--- config.mk ---
export PLATFORM = sky130hd
export DESIGN_NAME = bcp_block_copy
export DESIGN_NICKNAME = d
export VERILOG_FILES = /design/src/shared/bcp_pkg.sv /design/src/shared/bcp_flag_if.sv /design/src/verilog/bcp_flag_unit.sv /design/src/verilog/bcp_block_copy.sv
export SDC_FILE = /design/constraint.sdc
export NUM_CORES = 1
export LEC_CHECK = 0
export ABC_AREA = 1
export BUFFER_PORTS_ARGS = -buffer_cell sky130_fd_sc_hd__buf_2
export CAP_MARGIN = 30
export CORE_MARGIN = 3
export CORE_UTILIZATION = 57
export DETAILED_ROUTE_END_ITERATION = 12
export MAX_ROUTING_LAYER = met4
export PLACE_DENSITY_LB_ADDON = 0.05
export SYNTH_ARGS = -nofsm -noshare
export SYNTH_HDL_FRONTEND = slang
export SYNTH_SLANG_ARGS = --single-unit
--- constraint.sdc ---
create_clock -name clk -period 3.3 [get_ports clk]
set_input_delay 0.495 -clock clk [delete_from_list [all_inputs] [get_ports clk]]
set_output_delay 0.495 -clock clk [all_outputs]
set_load 0.01 [all_outputs]
--- src/shared/bcp_pkg.sv ---
// package of constants and types for the block copy engine and its flag unit
//
// Notes on behaviour
// [RQ1] while count nonzero, copy byte source to destination, bump pointers, decrement count
// [RQ2] a copy started with a zero count moves nothing and finishes at once
// [RQ3] byte form counts in the low eight bits, word form in all sixteen
// [RQ4] from on-chip memory the copy takes eight states plus four per byte
// [RQ5] transfers paced by a slow peripheral clock take a variable number of states
// [RQ6] first half-carry kind sets H on carry or borrow out of bit 11
// [RQ7] second half-carry kind sets H on carry or borrow out of bit 27
// [RQ8] sticky zero keeps Z for a zero result, clears it otherwise
// [RQ9] decimal adjust sets C when the adjustment carries, else keeps it
// [RQ10] signed divide flag is one when the divisor is negative, else zero
// [RQ11] divide flag is one when the divisor is zero, else zero
// [RQ12] divide flag is one when the quotient is negative, else zero
// [RQ13] split opcode entry picks its instruction from the second byte's top bit
// [RQ14] the copy instruction is four bytes long and leaves every flag alone
// [RQ15] byte form keeps the count's upper half; registers keep their final values
package bcp_pkg;

  // register byte offsets on the avalon slave
  localparam logic [7:0] OFS_INSTR  = 8'h00;
  localparam logic [7:0] OFS_SRC    = 8'h04;
  localparam logic [7:0] OFS_DST    = 8'h08;
  localparam logic [7:0] OFS_COUNT  = 8'h0c;
  localparam logic [7:0] OFS_STATUS = 8'h10;
  localparam logic [7:0] OFS_STATES = 8'h14;
  localparam logic [7:0] OFS_CCR    = 8'h18;
  localparam logic [7:0] OFS_FLAGOP = 8'h1c;
  localparam logic [7:0] OFS_OPND_A = 8'h20;
  localparam logic [7:0] OFS_OPND_B = 8'h24;

  // status register bits
  localparam int ST_BUSY    = 0;
  localparam int ST_DONE    = 1;
  localparam int ST_ILLEGAL = 2;
  localparam int ST_WORD    = 3;

  // condition code bit positions
  localparam int CCR_I = 7;
  localparam int CCR_H = 5;
  localparam int CCR_N = 3;
  localparam int CCR_Z = 2;
  localparam int CCR_V = 1;
  localparam int CCR_C = 0;
  localparam logic [7:0] CCR_RESET = 8'h80;

  // instruction decode
  localparam logic [7:0] OPC_COPY_FIRST = 8'h7b;
  localparam int         SPLIT_BIT      = 7;   // top bit of the second byte's upper nibble
  localparam int         INSTR_BYTES    = 4;

  // timing of a copy from on-chip memory, in states
  localparam int OVERHEAD_STATES = 8;
  localparam int STATES_PER_BYTE = 4;

  // half-carry tap positions
  localparam int HC_BIT_NARROW = 11;
  localparam int HC_BIT_WIDE   = 27;

  // flag unit operation select
  typedef enum logic [2:0] {
    FOP_NONE,
    FOP_HC_NARROW,
    FOP_HC_WIDE,
    FOP_STICKY_Z,
    FOP_DEC_ADJ,
    FOP_DIV_SIGN,
    FOP_DIV_ZERO,
    FOP_DIV_QUOT
  } bcp_flag_op_t;

  localparam int FOP_SUB_BIT = 3;   // flag op register: bit 3 selects subtract

endpackage : bcp_pkg

--- src/shared/bcp_flag_if.sv ---
// interface carrying operands and flags between the engine and its flag unit
`timescale 1ns/1ps
interface bcp_flag_if;
  import bcp_pkg::*;
  bcp_flag_op_t op;
  logic         sub;
  logic [31:0]  opnd_a;
  logic [31:0]  opnd_b;
  logic [7:0]   ccr_in;
  logic [7:0]   ccr_out;

  modport calc (input op, input sub, input opnd_a, input opnd_b, input ccr_in, output ccr_out);
  modport user (output op, output sub, output opnd_a, output opnd_b, output ccr_in,
                input ccr_out);
endinterface : bcp_flag_if

--- src/verilog/bcp_flag_unit.sv ---
// combinational condition code rules for the special-case instructions
`timescale 1ns/1ps
module bcp_flag_unit (
  bcp_flag_if.calc fl
);
  import bcp_pkg::*;

  logic [12:0] narrow_sum;
  logic [28:0] wide_sum;
  logic [32:0] full_res;
  logic        adj_carry;
  logic        divisor_neg;
  logic        divisor_zero;

  // carry out of the tap bit is the top bit of the truncated sum or difference
  always_comb begin
    if (fl.sub) begin
      narrow_sum = {1'b0, fl.opnd_a[HC_BIT_NARROW:0]} - {1'b0, fl.opnd_b[HC_BIT_NARROW:0]};
      wide_sum   = {1'b0, fl.opnd_a[HC_BIT_WIDE:0]} - {1'b0, fl.opnd_b[HC_BIT_WIDE:0]};
      full_res   = {1'b0, fl.opnd_a} - {1'b0, fl.opnd_b} - {32'h0, fl.ccr_in[CCR_C]};
    end else begin
      narrow_sum = {1'b0, fl.opnd_a[HC_BIT_NARROW:0]} + {1'b0, fl.opnd_b[HC_BIT_NARROW:0]};
      wide_sum   = {1'b0, fl.opnd_a[HC_BIT_WIDE:0]} + {1'b0, fl.opnd_b[HC_BIT_WIDE:0]};
      full_res   = {1'b0, fl.opnd_a} + {1'b0, fl.opnd_b} + {32'h0, fl.ccr_in[CCR_C]};
    end
  end

  // decimal adjust of the low byte of operand a carries when the upper digit overflows
  assign adj_carry = (fl.opnd_a[7:4] > 4'h9) ||
                     ((fl.opnd_a[7:4] == 4'h9) && (fl.opnd_a[3:0] > 4'h9));

  // divisor sits in the low half of operand b, dividend in operand a
  assign divisor_neg  = fl.opnd_b[15];
  assign divisor_zero = (fl.opnd_b[15:0] == 16'h0000);

  // each op touches only its own flag; all other bits pass through
  always_comb begin
    fl.ccr_out = fl.ccr_in;
    case (fl.op)
      FOP_HC_NARROW: fl.ccr_out[CCR_H] = narrow_sum[HC_BIT_NARROW + 1];       // [RQ6]
      FOP_HC_WIDE:   fl.ccr_out[CCR_H] = wide_sum[HC_BIT_WIDE + 1];           // [RQ7]
      FOP_STICKY_Z:  fl.ccr_out[CCR_Z] = fl.ccr_in[CCR_Z] & (full_res[31:0] == 32'h0); // [RQ8]
      FOP_DEC_ADJ:   fl.ccr_out[CCR_C] = fl.ccr_in[CCR_C] | adj_carry;        // [RQ9]
      FOP_DIV_SIGN:  fl.ccr_out[CCR_N] = divisor_neg;                         // [RQ10]
      FOP_DIV_ZERO:  fl.ccr_out[CCR_Z] = divisor_zero;                        // [RQ11]
      FOP_DIV_QUOT:  fl.ccr_out[CCR_N] = !divisor_zero & (fl.opnd_a[31] ^ divisor_neg); // [RQ12]
      default:       fl.ccr_out = fl.ccr_in;
    endcase
  end

endmodule : bcp_flag_unit

--- src/verilog/bcp_block_copy.sv ---
// block copy engine with register file, opcode decode and flag unit
`timescale 1ns/1ps
module bcp_block_copy #(
  parameter int ADDR_W = 24
) (
  input  wire logic              clk,
  input  wire logic              rst,
  // avalon-mm slave
  input  wire logic [7:0]        avs_address,
  input  wire logic              avs_read,
  input  wire logic              avs_write,
  input  wire logic [31:0]       avs_writedata,
  input  wire logic [3:0]        avs_byteenable,
  output logic      [31:0]       avs_readdata,
  output logic                   avs_waitrequest,
  // byte memory port
  output logic      [ADDR_W-1:0] mem_address,
  output logic                   mem_read,
  output logic                   mem_write,
  output logic      [7:0]        mem_writedata,
  input  wire logic [7:0]        mem_readdata,
  input  wire logic              mem_ready
);
  import bcp_pkg::*;

  typedef enum logic [2:0] {
    S_IDLE,
    S_OVERHEAD,
    S_RD_SETUP,
    S_RD_DATA,
    S_WR_SETUP,
    S_WR_DATA
  } bcp_state_t;

  bcp_state_t   state;
  logic [31:0]  instr;
  logic [ADDR_W-1:0] source_pointer;
  logic [ADDR_W-1:0] destination_pointer;
  logic [15:0]  count_register;
  logic [7:0]   ccr;
  logic [31:0]  opnd_a;
  logic [31:0]  opnd_b;
  logic [3:0]   flag_op;
  logic         word_form;
  logic         done;
  logic         illegal;
  logic [31:0]  state_count;
  logic [3:0]   overhead_cnt;
  logic [7:0]   copy_byte;
  logic         resp_ph;
  logic         busy;
  logic         acc_wr;
  logic         acc_rd;
  logic         stall_wr;
  logic [31:0]  wr_merged;
  logic [31:0]  rd_value;
  logic [7:0]   second_byte;
  logic         is_copy;
  logic         is_word;
  logic         start;
  logic         count_zero;
  logic         last_byte;
  logic         done_set;
  logic         flag_load;

  bcp_flag_if fl ();

  bcp_flag_unit u_flag (
    .fl (fl.calc)
  );

  assign busy = (state != S_IDLE);

  // bus slave
  // writes to copy state while a copy runs are held off with waitrequest,
  // so software cannot corrupt pointers in flight
  assign stall_wr = avs_write && busy &&
                    (avs_address == OFS_INSTR || avs_address == OFS_SRC ||
                     avs_address == OFS_DST || avs_address == OFS_COUNT);

  // every access answers one cycle after it is first seen, unless stalled
  assign avs_waitrequest = (avs_read || avs_write) && !resp_ph;
  assign acc_wr          = avs_write && resp_ph;
  assign acc_rd          = avs_read && resp_ph;

  always_ff @(posedge clk) begin
    if (rst) begin
      resp_ph <= 1'b0;
    end else begin
      resp_ph <= (avs_read || avs_write) && !resp_ph && !stall_wr;
    end
  end

  // byte enables merge the write into the current register value
  function automatic logic [31:0] merge_be(input logic [31:0] old_v,
                                           input logic [31:0] new_v,
                                           input logic [3:0]  be);
    logic [31:0] res;
    res = old_v;
    for (int i = 0; i < 4; i++) begin
      if (be[i]) begin
        res[i*8 +: 8] = new_v[i*8 +: 8];
      end
    end
    return res;
  endfunction : merge_be

  // read mux; unmapped offsets read as zero
  always_comb begin
    rd_value = 32'h0;
    if (avs_address == OFS_INSTR) begin
      rd_value = instr;
    end else if (avs_address == OFS_SRC) begin
      rd_value = 32'(source_pointer);
    end else if (avs_address == OFS_DST) begin
      rd_value = 32'(destination_pointer);
    end else if (avs_address == OFS_COUNT) begin
      rd_value = {16'h0, count_register};
    end else if (avs_address == OFS_STATUS) begin
      rd_value[ST_BUSY]    = busy;
      rd_value[ST_DONE]    = done;
      rd_value[ST_ILLEGAL] = illegal;
      rd_value[ST_WORD]    = word_form;
    end else if (avs_address == OFS_STATES) begin
      rd_value = state_count;
    end else if (avs_address == OFS_CCR) begin
      rd_value = {24'h0, ccr};
    end else if (avs_address == OFS_FLAGOP) begin
      rd_value = {28'h0, flag_op};
    end else if (avs_address == OFS_OPND_A) begin
      rd_value = opnd_a;
    end else if (avs_address == OFS_OPND_B) begin
      rd_value = opnd_b;
    end
  end

  // read data is captured on the cycle the answer is prepared
  always_ff @(posedge clk) begin
    if (rst) begin
      avs_readdata <= 32'h0;
    end else if (avs_read && !resp_ph) begin
      avs_readdata <= rd_value;
    end
  end

  // decode
  // a write to the instruction register issues the four-byte word held there
  assign wr_merged   = merge_be(instr, avs_writedata, avs_byteenable);
  assign second_byte = wr_merged[23:16];
  assign is_copy     = (wr_merged[31:24] == OPC_COPY_FIRST);                 // [RQ14]
  assign is_word     = second_byte[SPLIT_BIT];                               // [RQ13]
  assign start       = acc_wr && (avs_address == OFS_INSTR) && is_copy;

  always_ff @(posedge clk) begin
    if (rst) begin
      instr <= 32'h0;
    end else if (acc_wr && avs_address == OFS_INSTR) begin
      instr <= wr_merged;
    end
  end

  // illegal marks an instruction word that is not a copy; the next copy issued clears it
  always_ff @(posedge clk) begin
    if (rst) begin
      illegal <= 1'b0;
    end else if (acc_wr && avs_address == OFS_INSTR) begin
      illegal <= !is_copy;
    end
  end

  // form latched at issue: 0 selects the byte count, 1 the word count
  always_ff @(posedge clk) begin
    if (rst) begin
      word_form <= 1'b0;
    end else if (start) begin
      word_form <= is_word;                                                  // [RQ13]
    end
  end

  // copy engine
  // the counter in use depends on the form
  assign count_zero = word_form ? (count_register == 16'h0000)               // [RQ3]
                                : (count_register[7:0] == 8'h00);
  assign last_byte  = word_form ? (count_register == 16'h0001)
                                : (count_register[7:0] == 8'h01);

  // overhead phase is a fixed eight states; each byte is four states
  // when memory answers at once, longer when it holds mem_ready low
  always_ff @(posedge clk) begin
    if (rst) begin
      state <= S_IDLE;
    end else begin
      case (state)
        S_IDLE: begin
          if (start) begin
            state <= S_OVERHEAD;
          end
        end
        S_OVERHEAD: begin
          if (overhead_cnt == 4'(OVERHEAD_STATES - 1)) begin                 // [RQ4]
            state <= count_zero ? S_IDLE : S_RD_SETUP;                       // [RQ2]
          end
        end
        S_RD_SETUP: state <= S_RD_DATA;
        S_RD_DATA: begin
          if (mem_ready) begin                                               // [RQ5]
            state <= S_WR_SETUP;
          end
        end
        S_WR_SETUP: state <= S_WR_DATA;
        S_WR_DATA: begin
          if (mem_ready) begin                                               // [RQ5]
            state <= last_byte ? S_IDLE : S_RD_SETUP;                        // [RQ1]
          end
        end
        default: state <= S_IDLE;
      endcase
    end
  end

  // overhead counter runs only in the overhead phase
  always_ff @(posedge clk) begin
    if (rst) begin
      overhead_cnt <= 4'h0;
    end else if (state == S_OVERHEAD) begin
      overhead_cnt <= overhead_cnt + 4'h1;
    end else begin
      overhead_cnt <= 4'h0;
    end
  end

  // states spent by the last copy, counted from issue to finish
  always_ff @(posedge clk) begin
    if (rst) begin
      state_count <= 32'h0;
    end else if (start) begin
      state_count <= 32'h0;
    end else if (busy) begin
      state_count <= state_count + 32'h1;                                    // [RQ4]
    end
  end

  // byte fetched from the source, held for the write
  always_ff @(posedge clk) begin
    if (rst) begin
      copy_byte <= 8'h00;
    end else if (state == S_RD_DATA && mem_ready) begin
      copy_byte <= mem_readdata;
    end
  end

  // source pointer: software load, or step after each written byte
  always_ff @(posedge clk) begin
    if (rst) begin
      source_pointer <= '0;
    end else if (acc_wr && avs_address == OFS_SRC) begin
      source_pointer <= ADDR_W'(merge_be(32'(source_pointer), avs_writedata, avs_byteenable));
    end else if (state == S_WR_DATA && mem_ready) begin
      source_pointer <= source_pointer + ADDR_W'(1);                         // [RQ1]
    end
  end

  // destination pointer steps together with the source
  always_ff @(posedge clk) begin
    if (rst) begin
      destination_pointer <= '0;
    end else if (acc_wr && avs_address == OFS_DST) begin
      destination_pointer <= ADDR_W'(merge_be(32'(destination_pointer), avs_writedata,
                                              avs_byteenable));
    end else if (state == S_WR_DATA && mem_ready) begin
      destination_pointer <= destination_pointer + ADDR_W'(1);               // [RQ1]
    end
  end

  // count: byte form decrements only the low half and keeps the upper one
  always_ff @(posedge clk) begin
    if (rst) begin
      count_register <= 16'h0000;
    end else if (acc_wr && avs_address == OFS_COUNT) begin
      count_register <= 16'(merge_be({16'h0, count_register}, avs_writedata,
                                     avs_byteenable));
    end else if (state == S_WR_DATA && mem_ready) begin
      if (word_form) begin
        count_register <= count_register - 16'h0001;                         // [RQ3]
      end else begin
        count_register[7:0] <= count_register[7:0] - 8'h01;                  // [RQ15]
      end
    end
  end

  // memory port: read strobe in read phase, write strobe in write phase
  always_comb begin
    mem_read      = (state == S_RD_DATA);
    mem_write     = (state == S_WR_DATA);
    mem_address   = (state == S_WR_DATA || state == S_WR_SETUP) ? destination_pointer
                                                                 : source_pointer;
    mem_writedata = copy_byte;
  end

  // done is sticky; writing a one to it clears it, but a finish in the
  // same cycle wins so no completion is ever lost
  assign done_set = busy && ((state == S_OVERHEAD && overhead_cnt == 4'(OVERHEAD_STATES - 1)
                              && count_zero) ||
                             (state == S_WR_DATA && mem_ready && last_byte));

  always_ff @(posedge clk) begin
    if (rst) begin
      done <= 1'b0;
    end else if (done_set) begin
      done <= 1'b1;
    end else if (start) begin
      done <= 1'b0;
    end else if (acc_wr && avs_address == OFS_STATUS && avs_byteenable[0]
                 && avs_writedata[ST_DONE]) begin
      done <= 1'b0;
    end
  end

  // flag rules
  // operands for the flag unit; a write of the op register applies one rule
  always_ff @(posedge clk) begin
    if (rst) begin
      opnd_a <= 32'h0;
    end else if (acc_wr && avs_address == OFS_OPND_A) begin
      opnd_a <= merge_be(opnd_a, avs_writedata, avs_byteenable);
    end
  end

  always_ff @(posedge clk) begin
    if (rst) begin
      opnd_b <= 32'h0;
    end else if (acc_wr && avs_address == OFS_OPND_B) begin
      opnd_b <= merge_be(opnd_b, avs_writedata, avs_byteenable);
    end
  end

  assign flag_load = acc_wr && (avs_address == OFS_FLAGOP) && avs_byteenable[0];

  always_ff @(posedge clk) begin
    if (rst) begin
      flag_op <= 4'h0;
    end else if (flag_load) begin
      flag_op <= avs_writedata[3:0];
    end
  end

  // flag unit sees the op being written so its result lands at the same edge
  always_comb begin
    fl.op     = bcp_flag_op_t'(avs_writedata[FOP_SUB_BIT-1:0]);
    fl.sub    = avs_writedata[FOP_SUB_BIT];
    fl.opnd_a = opnd_a;
    fl.opnd_b = opnd_b;
    fl.ccr_in = ccr;
  end

  // the copy never touches ccr; only software or the flag unit do
  always_ff @(posedge clk) begin
    if (rst) begin
      ccr <= CCR_RESET;
    end else if (flag_load) begin
      ccr <= fl.ccr_out;                                                     // [RQ14]
    end else if (acc_wr && avs_address == OFS_CCR && avs_byteenable[0]) begin
      ccr <= avs_writedata[7:0];
    end
  end

endmodule : bcp_block_copy

Yosys cells after proc, flatten, opt, wreduce, memory -nomap -nowiden. Cells that the tools add are included.

Bits in registers: 255. Input bits: 57. Output and inout port bits: 67. Logic and storage cells: 223.

Add/sub/neg operators: 14. Order comparisons: 2. Equal/unequal tests: 42. Mux-type cells: 46. Bitwise logic cells: 6. Reduce and logical (&&, ||, !) cells: 78.

Operators by type and width (number): 32-bit 2-to-1 mux (10); 24-bit 2-to-1 mux (5); 8-bit 2-to-1 mux (7); 24-bit by 1-bit adder with 24-bit output, second input constant (2); 2-bit AND reduction (23); 32-bit by 1-bit adder with 32-bit output (1); 32-bit by 1-bit adder with 32-bit output, second input constant (1); 32-bit adder (1); 8-bit by 5-bit == test with 1-bit output, second input constant (4); 16-bit logical NOT (2); 32-bit logical NOT (1); 16-bit 2-to-1 mux (2); 32-bit by 1-bit subtractor with 32-bit output (1); 32-bit subtractor (1); 28-bit by 28-bit adder with 29-bit output (1); 29-bit 2-to-1 mux (1); 28-bit by 28-bit subtractor with 29-bit output (1); 28-bit 2-to-1 mux (1); 1-bit logical AND (27); 3-bit == test, second input constant (6); 2-bit != test, second input constant (9); 3-bit case mux with 6 select lines (1); 16-bit by 1-bit == test with 1-bit output, second input constant (1); 8-bit by 4-bit == test with 1-bit output, second input constant (2); other kinds (36) (77).

Depth between registers and ports, before layout. Gate-level depths: netlist of the first run.

Depth after elaboration: 11. Gate-level depth with buffers: 28. Gate-level depth less buffers: 28.

Modules after synthesis. A second synthesis of the first run with hierarchy kept.

Cell total of the unflattened synthesis: 3341. Area, all modules: 20637.3 µm².

By module, submodules not included: bcp_block_copy (times used 1, cells each 2097, area an instance 13920.9 µm², seq. area each 5104.9 µm²); bcp_flag_unit (times used 1, cells each 1244, area an instance 6716.4 µm², seq. area each 0.0 µm²).

Least setup slack after synthesis of the first run. OpenSTA, ideal clock, no wires.

Path kind: register to register. Start: register opnd_b[1] (netlist: fl.opnd_b[1]). End: register ccr[5]. Library setup time: 119 ps. Arrival: 3149 ps. Required time: 3181 ps. Path slack: 31 ps. Stages on the path, launching flop included: 22. Path buffers: 0. Clock period less this slack: 3269 ps. Path through: dfxtp_1 inv_1 ha_1 nand3_1 inv_1 nand2_1 nor2_1 nand3_1 o41ai_2 o21ai_1 nor2_1 o21ai_0 xor2_1 ha_1 nand4_1 nor3_1 nand3_1 nand2_1 xor2_1 nand2_1 nand3_1 a21oi_1.

Cells in the longest elaborated chain, start to end: 4. Elaborated cells on any way between the ends: 8. Those cells by class: add/sub: 4; mux: 4.

RTL lines: from (decl) (RTL line bcp_block_copy.sv:42) `logic [31:0] opnd_b;`; from (signal assigned) (RTL line bcp_block_copy.sv:333) `opnd_b <= merge_be(opnd_b, avs_writedata, avs_byteenable);`; 28-bit by 28-bit adder with 29-bit output (tied with other cells) (RTL line bcp_flag_unit.sv:23) `wide_sum = {1'b0, fl.opnd_a[HC_BIT_WIDE:0]} + {1'b0, fl.opnd_b[HC_BIT_WIDE:0]};`; 29-bit 2-to-1 mux or 13-bit 2-to-1 mux (tied branches) (RTL line bcp_flag_unit.sv:17) `if (fl.sub) begin`; 1-bit case mux with 2 select lines * (RTL line bcp_flag_unit.sv:39) `case (fl.op)`; 6-bit 2-to-1 mux * (RTL line bcp_block_copy.sv:360) `end else if (flag_load) begin`; to (signal assigned) (RTL line bcp_block_copy.sv:361) `ccr <= fl.ccr_out;`; to (signal assigned) (RTL line bcp_block_copy.sv:363) `ccr <= avs_writedata[7:0];`; to (decl) (RTL line bcp_block_copy.sv:40) `logic [7:0] ccr;`.

Every way passes the cells marked *; elsewhere a longest branch is shown, timed or not. A chain may end at the register's enable or synchronous reset.

Worst setup path after layout of the first run. Ends and elaborated chain as after synthesis.

==> results of run 1 <==
[final cells by class]
cell class | instances | area, um^2 | share of cell area, %
Tap cell | 448 | 561 | 2.51
Inverter | 501 | 1880 | 8.44
Sequential cell | 255 | 5110 | 22.9
Timing Repair Buffer | 245 | 1580 | 7.09
Multi-Input combinational cell | 2259 | 12300 | 54.9
Clock inverter | 10 | 138 | 0.616
Clock buffer | 38 | 797 | 3.57
[metal layers]
metal / up-vias / global-route usage (%) / routed length [um]
li1: 10600 / - / -
met1: 10200 / 49.9 / 29100
met2: 1215 / 62.0 / 32100
met3: 247 / 3.95 / 6200
met4: 0 / 18.2 / 3850
met5: - / - / 0
[sequential cells by signal, indices dropped and copies added, names as in the netlist]
signal,flops
overhead_cnt,4
resp_ph,1
fl.opnd_b,32
flag_op,4
state_count,32
avs_readdata,32
fl.opnd_a,32
state,3
count_register,16
destination_pointer,24
done,1
illegal,1
mem_writedata,8
instr,32
word_form,1
source_pointer,24
ccr,8
[synthesized netlist by cell type (all sizes together), types with 4 or more instances]
master | n | area, um^2
clkbuf | 74 | 278
nand4 | 34 | 219
a21oi | 318 | 1590
ha | 125 | 1560
buf | 23 | 111
nor2 | 302 | 1190
xnor2 | 13 | 114
o221ai | 15 | 131
clkinv | 5 | 18.8
xor2 | 83 | 727
a221oi | 13 | 114
o22ai | 20 | 131
nor3b | 6 | 50.1
nand3 | 134 | 691
o21a | 6 | 45.0
nor3 | 53 | 318
nor4 | 12 | 90.1
a31oi | 24 | 150
nand3b | 5 | 37.5
o21bai | 8 | 60.1
o21ai | 299 | 1500
a211oi | 21 | 163
nand2 | 706 | 2660
dfxtp | 255 | 5100
o211ai | 12 | 90.1
o2111ai | 11 | 96.3
o31ai | 4 | 30.0
inv | 496 | 1860
fa | 4 | 80.1
or2 | 5 | 31.3
[what timing repair did]
action,CTS,global route
setup buffers,9,1
gates resized for setup,32,20
pin swaps,25,14
endpoints found under the setup margin,2,2
[logic make-up after synthesis]
logic type	share of synthesized area [%]
flip-flops	26.2
AO/OA/AOI/OAI	22.0
AND/OR/NAND/NOR	27.3
XOR/XNOR	4.32
buffers and inverters	11.7
adder cells (fa/ha/maj)	8.44
multiplexers	0.0514
[cells in the final DEF (no fill, tap or decap), types with 12 or more instances in the layout]
| cell | netlist | layout |
|---|---|---|
| o22ai_1 | 19 | 19 |
| buf_4 | 1 | 117 |
| nand4_1 | 33 | 33 |
| inv_1 | 486 | 482 |
| nand2_1 | 703 | 684 |
| nor2_2 | 13 | 18 |
| a31oi_1 | 24 | 24 |
| buf_2 | 17 | 122 |
| nand2_2 | 2 | 17 |
| clkbuf_16 | 0 | 27 |
| xor2_1 | 83 | 83 |
| nand3_1 | 130 | 126 |
| o211ai_1 | 12 | 12 |
| a21oi_1 | 318 | 316 |
| xnor2_1 | 13 | 13 |
| nor2_1 | 286 | 280 |
| a221oi_1 | 13 | 13 |
| inv_2 | 10 | 12 |
| o21ai_0 | 296 | 296 |
| dfxtp_1 | 255 | 254 |
| a211oi_1 | 20 | 20 |
| nor3_1 | 45 | 41 |
| ha_1 | 125 | 123 |
| o221ai_1 | 15 | 15 |
[per-stage QoR]
| stage | power, mW | utilization [%] | hold WS, ns |
|---|---|---|---|
| global route | 7.72 | 66.4 | 0.206 |
| CTS | 7.46 | 66.2 | 0.180 |
| finish | 7.49 | 66.4 | 0.197 |
| floorplan | 3.94 | - | 0.418 |
| detailed placement | 4.29 | 62.9 | 0.439 |
| global placement | 4.26 | 62.9 | 0.423 |
[report_power, final]
group	internal (mW)	switching, mW	leakage (nW)
Clock	1.91	1.31	0.457
Sequential	3.15	0.0731	2.06
Combinational	0.314	0.728	8.03
Total	5.38	2.11	10.6
[worst register-to-register path, cell delays in order (launching register included)]
cell and delay, ns:
dfxtp_1 0.34, buf_4 0.15, inv_1 0.09, ha_2 0.20, nand3_2 0.11, inv_1 0.09, nand2_1 0.10, nor2_4 0.14
nand3_2 0.12, o41ai_4 0.28, o21ai_2 0.10, nor2_1 0.15, o21ai_0 0.12, xor2_1 0.16, ha_1 0.30, nand4_1 0.14
nor3_2 0.16, nand3_1 0.10, nand2_1 0.09, xor2_1 0.22, nand2_1 0.08, nand3_1 0.08, a21oi_1 0.06
[path summary, 6_finish.rpt]
check	to	slack, ns	cells after the start
worst max-delay path	ccr[5]	-0.21	22
worst min-delay path	resp_ph	0.20	2
worst max register to register	ccr[5]	-0.21	22
worst min register to register	instr[11]	0.45	2
==> impl_results.md, run 1 <==
* Status: finished, violations left
* Failing checks: setup timing
* Bufs on Longest Clock Path at 3
* Largest delay contributor family on the critical path: simple AND/OR/NAND/NOR gates
* I/O Buffers at 123
* CP dominant cell by count: nand2_1
* Fin worst setup slack at -0.213 ns
* Crit path max fanout at 3
* Worst setup startpoint: fl.opnd_b[1]
* HPWL after detailed placement at 55.1 mm
* CTS root buf: clkbuf_16
* Routed vias at 22200
* Vias in the first global route at 21100
* Synth unique cells at 65
* First-pass GRT wire length at 111 mm
* DR pass1 iterations at 7
* Largest net degree at the start of global routing at 56
* Final min period at 3.51 ns
* Max H-tree Level at 1
* Register area share after synthesis at 26.2%
* Leakage at 10.6 nW
* Pre-CTS setup slack at -0.369 ns
* Worst path bufs/invs at 3
* Non-Filler Instances at 3756
* Worst-path clk slew at 0.07 ns
* Design Area, Final at 22300 um^2
* Post-DRT Antenna Nets at 0
* Predominant post-synthesis flop cell: dfxtp_1
* Worst Path Required at 3.72 ns
* Crit path DAT at 3.94 ns
* Maximum clock rate at 285 MHz
* CTS tree: built
* Slew @ Worst Pin at 0.882 ns
* Clock Latency Late Sink at 0.55 ns
* Total gr overflow at 0
* Cts bufs inserted at 27
* Post-synth net total at 3298
* CORE AREA at 33600 um^2
* IO Count at 124
* Setup violations, final at 2
* Worst ir drop on vdd at 0.447 mV
* Fill cells at 3130
* Crit. End Element: register
* Row count at 67
* Die Ht at 191 um
* Synth warn at 0
* Chip width at 191 um
* Slew HR at 41.1%
* Fin nets at 3475
* Routed WL per cell at 19.0 um
* Clock Skew at 0.0208 ns
* Final TNS setup at -0.349 ns
* Via-per-instance ratio at 5.92
* Layout Area Growth over Synthesis at 14.7%
* Share of layout cells above drive strength 1 at 11.7%
* Asr flop ratio synth at 0%
* CTS sink cnt at 255
* Synthesized area at 19500 um^2
* Initial antenna violation count at 0
* Syn avg cell area at 6.26 um^2
* CP startpoint kind: register
* Starting Density at 57.9%
* Final wirelength at 71.2 mm
* #FFs+latches synth at 255
* Post-DP Area at 21200 um^2
* Tcrit/Tclk final at 106%
* Placed Cells incl. Taps at 3698
* Worst Path Class, Setup: reg2reg
* Maxcap violations at 0
* GPL Wtd Cong at 1.04
* ANT cells at 0
* CP cell instances: buf_4, inv_1, ha_2, nand3_2, inv_1, nand2_1, nor2_4, nand3_2, o41ai_4, o21ai_2, nor2_1, o21ai_0, xor2_1, ha_1, nand4_1, nor3_2, nand3_1, nand2_1, xor2_1, nand2_1, nand3_1, a21oi_1
* Fin. max-slew vios at 0
* RSZ-0062 raised after global routing: true
* Crit path max-delay cell type: dfxtp_1
* HP Class: in2reg
* Iteration-0 DRC Markers at 2482
* PwrDens at 335 nW/um^2
* Hold path start: avs_write
* Drt drc at 0
* Hold-fix buffers at CTS at 0
* Hold Vio Cnt, Final at 0
* Post-synth EDFFs at 0
* RR Startpoint: fl.opnd_b[1]
* Overall Global Routing Usage at 38.9%
* Die area at 36400 um^2
* Max incr delay on CP at 0.34 ns
* Post-Synthesis Cells at 3112
No activity file was read; power rests on OpenSTA's default activity.
==> run 2, diff against run 1 <==
--- a/config.mk
+++ b/config.mk
@@ -8,11 +8,12 @@
 export ABC_AREA = 1
 export BUFFER_PORTS_ARGS = -buffer_cell sky130_fd_sc_hd__buf_2
 export CAP_MARGIN = 30
-export CORE_MARGIN = 3
 export CORE_UTILIZATION = 57
 export DETAILED_ROUTE_END_ITERATION = 12
+export GPL_ROUTABILITY_DRIVEN = 0
 export MAX_ROUTING_LAYER = met4
 export PLACE_DENSITY_LB_ADDON = 0.05
+export SKIP_LAST_GASP = 1
 export SYNTH_ARGS = -nofsm -noshare
 export SYNTH_HDL_FRONTEND = slang
 export SYNTH_SLANG_ARGS = --single-unit
==> impl_results.md, run 2 (synthesized netlist as in run 1, its figures left out) <==
* Status: finished, violations left
* Failing checks: setup timing
* Fill cells at 3194 (+2.0%)
* Non-Filler Instances at 3733 (-0.61%)
* Reg2Reg Setup Slack at -0.35 ns (-0.13 ns)
* CTS tree: built
* Hold-fix buffers at CTS at 0 (unchanged)
* CTS sink cnt at 255 (unchanged)
* Worst ir drop on vdd at 0.463 mV (+3.7%)
* Die Ht at 187 um (-2.1%)
* Worst-path clk slew at 0.07 ns (about the same)
* IO Count at 124 (unchanged)
* Chip width at 187 um (-2.1%)
* PwrDens at 334 nW/um^2 (-0.42%)
* Maximum clock rate at 274 MHz (-3.7%)
* CP dominant cell by count: nand2_1
* Clock Latency Late Sink at 0.57 ns (+0.02 ns)
* P_sw at 2.12 mW (+0.13%)
* Iteration-0 DRC Markers at 2191 (-12%)
* Routed vias at 21600 (-2.7%)
* First-pass GRT wire length at 105 mm (-5.3%)
* Row count at 67 (unchanged)
* Via-per-instance ratio at 5.80 (-2.1%)
* Crit. End Element: register
* Share of layout cells above drive strength 1 at 11.1% (-0.65 points)
* Total gr overflow at 0 (unchanged)
* Worst path bufs/invs at 3 (unchanged)
* Pre-CTS setup slack at -0.381 ns (-0.0118 ns)
* Final min period at 3.65 ns (+0.133 ns)
* Clock Skew at 0.0197 ns (-0.00107 ns)
* ANT cells at 0 (unchanged)
* Post-DRT Antenna Nets at 0 (unchanged)
* Post-DP Area at 21000 um^2 (-0.70%)
* Power share of the combinational group at 14.0% (about the same)
* Drt drc at 0 (unchanged)
* Hold Vio Cnt, Final at 0 (unchanged)
* Slew @ Worst Pin at 1.04 ns (+0.155 ns)
* Sequential Area at 5110 um^2 (about the same)
* Tcrit/Tclk final at 110% (+4.0 points)
* HP Class: in2reg
* CTS root buf: clkbuf_16
* Fin nets at 3450 (-0.72%)
* Crit path max-delay cell type: o41ai_4
* Switching Fraction at 28.7% (+0.47 points)
* Initial antenna violation count at 0 (unchanged)
* Fin. max-slew vios at 0 (unchanged)
* Starting Density at 57.9% (unchanged)
* Final TNS setup at -0.429 ns (-0.0799 ns)
* Max H-tree Level at 1 (unchanged)
* Flop pwr share at 43.7% (+0.7 points)
* Max incr delay on CP at 0.37 ns (+0.03 ns)
* Worst Path Required at 3.74 ns (+0.02 ns)
* Vias in the first global route at 20200 (-4.4%)
* Maxcap violations at 0 (unchanged)
* Largest net degree at the start of global routing at 49 (-13%)
* Layout Area Growth over Synthesis at 13.4%
* Area of the multi-input gates at 12300 um^2 (about the same)
* Crit path max fanout at 3 (unchanged)
* RSZ-0062 raised after global routing: true
* HPWL after detailed placement at 51.4 mm (-6.7%)
* Leakage at 10.4 nW (-1.3%)
* Final wirelength at 66.4 mm (-6.8%)
* Worst Path Class, Setup: reg2reg
* Most common cell after layout, fill and taps aside: nand2_1
* Power share of the clock group at 42.4% (-0.7 points)
* Worst hold slack at 0.176 ns (-0.0219 ns)
* Overall Global Routing Usage at 38.1% (-0.81 points)
* Setup violations, final at 2 (unchanged)
* Cts bufs inserted at 28 (+3.7%)
* Bufs on Longest Clock Path at 3 (unchanged)
* Largest delay contributor family on the critical path: simple AND/OR/NAND/NOR gates
* CP startpoint kind: register
* Most frequent cells in the layout: 687 x nand2_1, 480 x inv_1, 316 x a21oi_1, 296 x o21ai_0, 278 x nor2_1
* Crit path DAT at 4.09 ns (+0.15 ns)
* Routed WL per cell at 17.8 um (-6.2%)
* I/O Buffers at 123 (unchanged)
* Die area at 34900 um^2 (-4.1%)
* Design Area, Final at 22100 um^2 (-1.1%)
* Fin worst setup slack at -0.346 ns (-0.133 ns)
* Pint at 5.26 mW (-2.1%)
* CORE AREA at 33600 um^2 (unchanged)
* Placed Cells incl. Taps at 3680 (-0.49%)
* Slew HR at 30.3% (-11 points)
* DR pass1 iterations at 9 (+2)
* CP cell instances: buf_4, inv_1, ha_2, nand3_2, inv_2, nand2_1, nor2_4, nand3_2, o41ai_4, o21ai_2, nor2_2, o21ai_0, xor2_1, ha_1, nand4_1, nor3_2, nand3_1, nand2_1, xor2_1, nand2_1, nand3_1, a21oi_1
-- run 2: metrics by stage --
stage / utilization, % / power [mW]
4_1_cts: 65.3 / 7.36
5_1_grt: 65.7 / 7.62
2_1_floorplan: - / 3.94
6_report: 65.7 / 7.38
3_3_place_gp: 62.5 / 4.25
3_5_place_dp: 62.5 / 4.28
-- run 2: area by class of cell --
| type | count | area share, % |
|---|---|---|
| multi-input cells | 2259 | 55.5 |
| flip-flops and latches | 255 | 23.1 |
| inverters | 501 | 8.53 |
| repair buffers | 219 | 6.21 |
| clock buffers | 42 | 3.73 |
| well taps | 448 | 2.54 |
| clock inverters | 9 | 0.362 |
-- run 2: per-layer routing --
metal	wire (um)	part of all wire [%]	GRT usage, %	up-vias
li1	-	-	-	10500
met4	2790	4.2	15.8	0
met1	27900	42	49.6	9860
met2	29700	45	60.0	1094
met5	0	0	-	-
met3	5890	8.9	4.35	172
-- run 2: final timing paths --
| check | endpoint | cells past startpoint | from |
|---|---|---|---|
| hold / removal | resp_ph | 2 | avs_write |
| setup / recovery | ccr[5] | 22 | fl.opnd_b[1] |
| hold reg to reg | ccr[1] | 2 | ccr[1] |
| setup reg to reg | ccr[5] | 22 | fl.opnd_b[1] |
-- run 2: timing repair --
item / 4_1_cts / 5_1_grt
pin swaps: 1 / 25
resized for setup: 13 / 38
buffers inserted: 0 / 2
setup endpoints to repair: 2 / 2
-- run 2: worst register-to-register path, stage by stage (launching register included) --
cell     delay [ns]
dfxtp_1        0.33
buf_4          0.15
inv_1          0.08
ha_2           0.20
nand3_2        0.11
inv_2          0.08
nand2_1        0.10
nor2_4         0.16
nand3_2        0.10
o41ai_4        0.37
o21ai_2        0.12
nor2_2         0.14
o21ai_0        0.11
xor2_1         0.16
ha_1           0.31
nand4_1        0.16
nor3_2         0.26
nand3_1        0.10
nand2_1        0.09
xor2_1         0.19
nand2_1        0.07
nand3_1        0.09
a21oi_1        0.07
-- run 2: power by group through the flow --
stage | logic, mW | registers [mW] | clock network [mW]
after global routing | 1.12 | 3.23 | 3.27
after detailed placement | 0.990 | 3.29 | 0
after CTS | 1.00 | 3.22 | 3.14
final | 1.03 | 3.22 | 3.13
after global placement | 0.968 | 3.28 | 0
after floorplan | 0.658 | 3.28 | 0
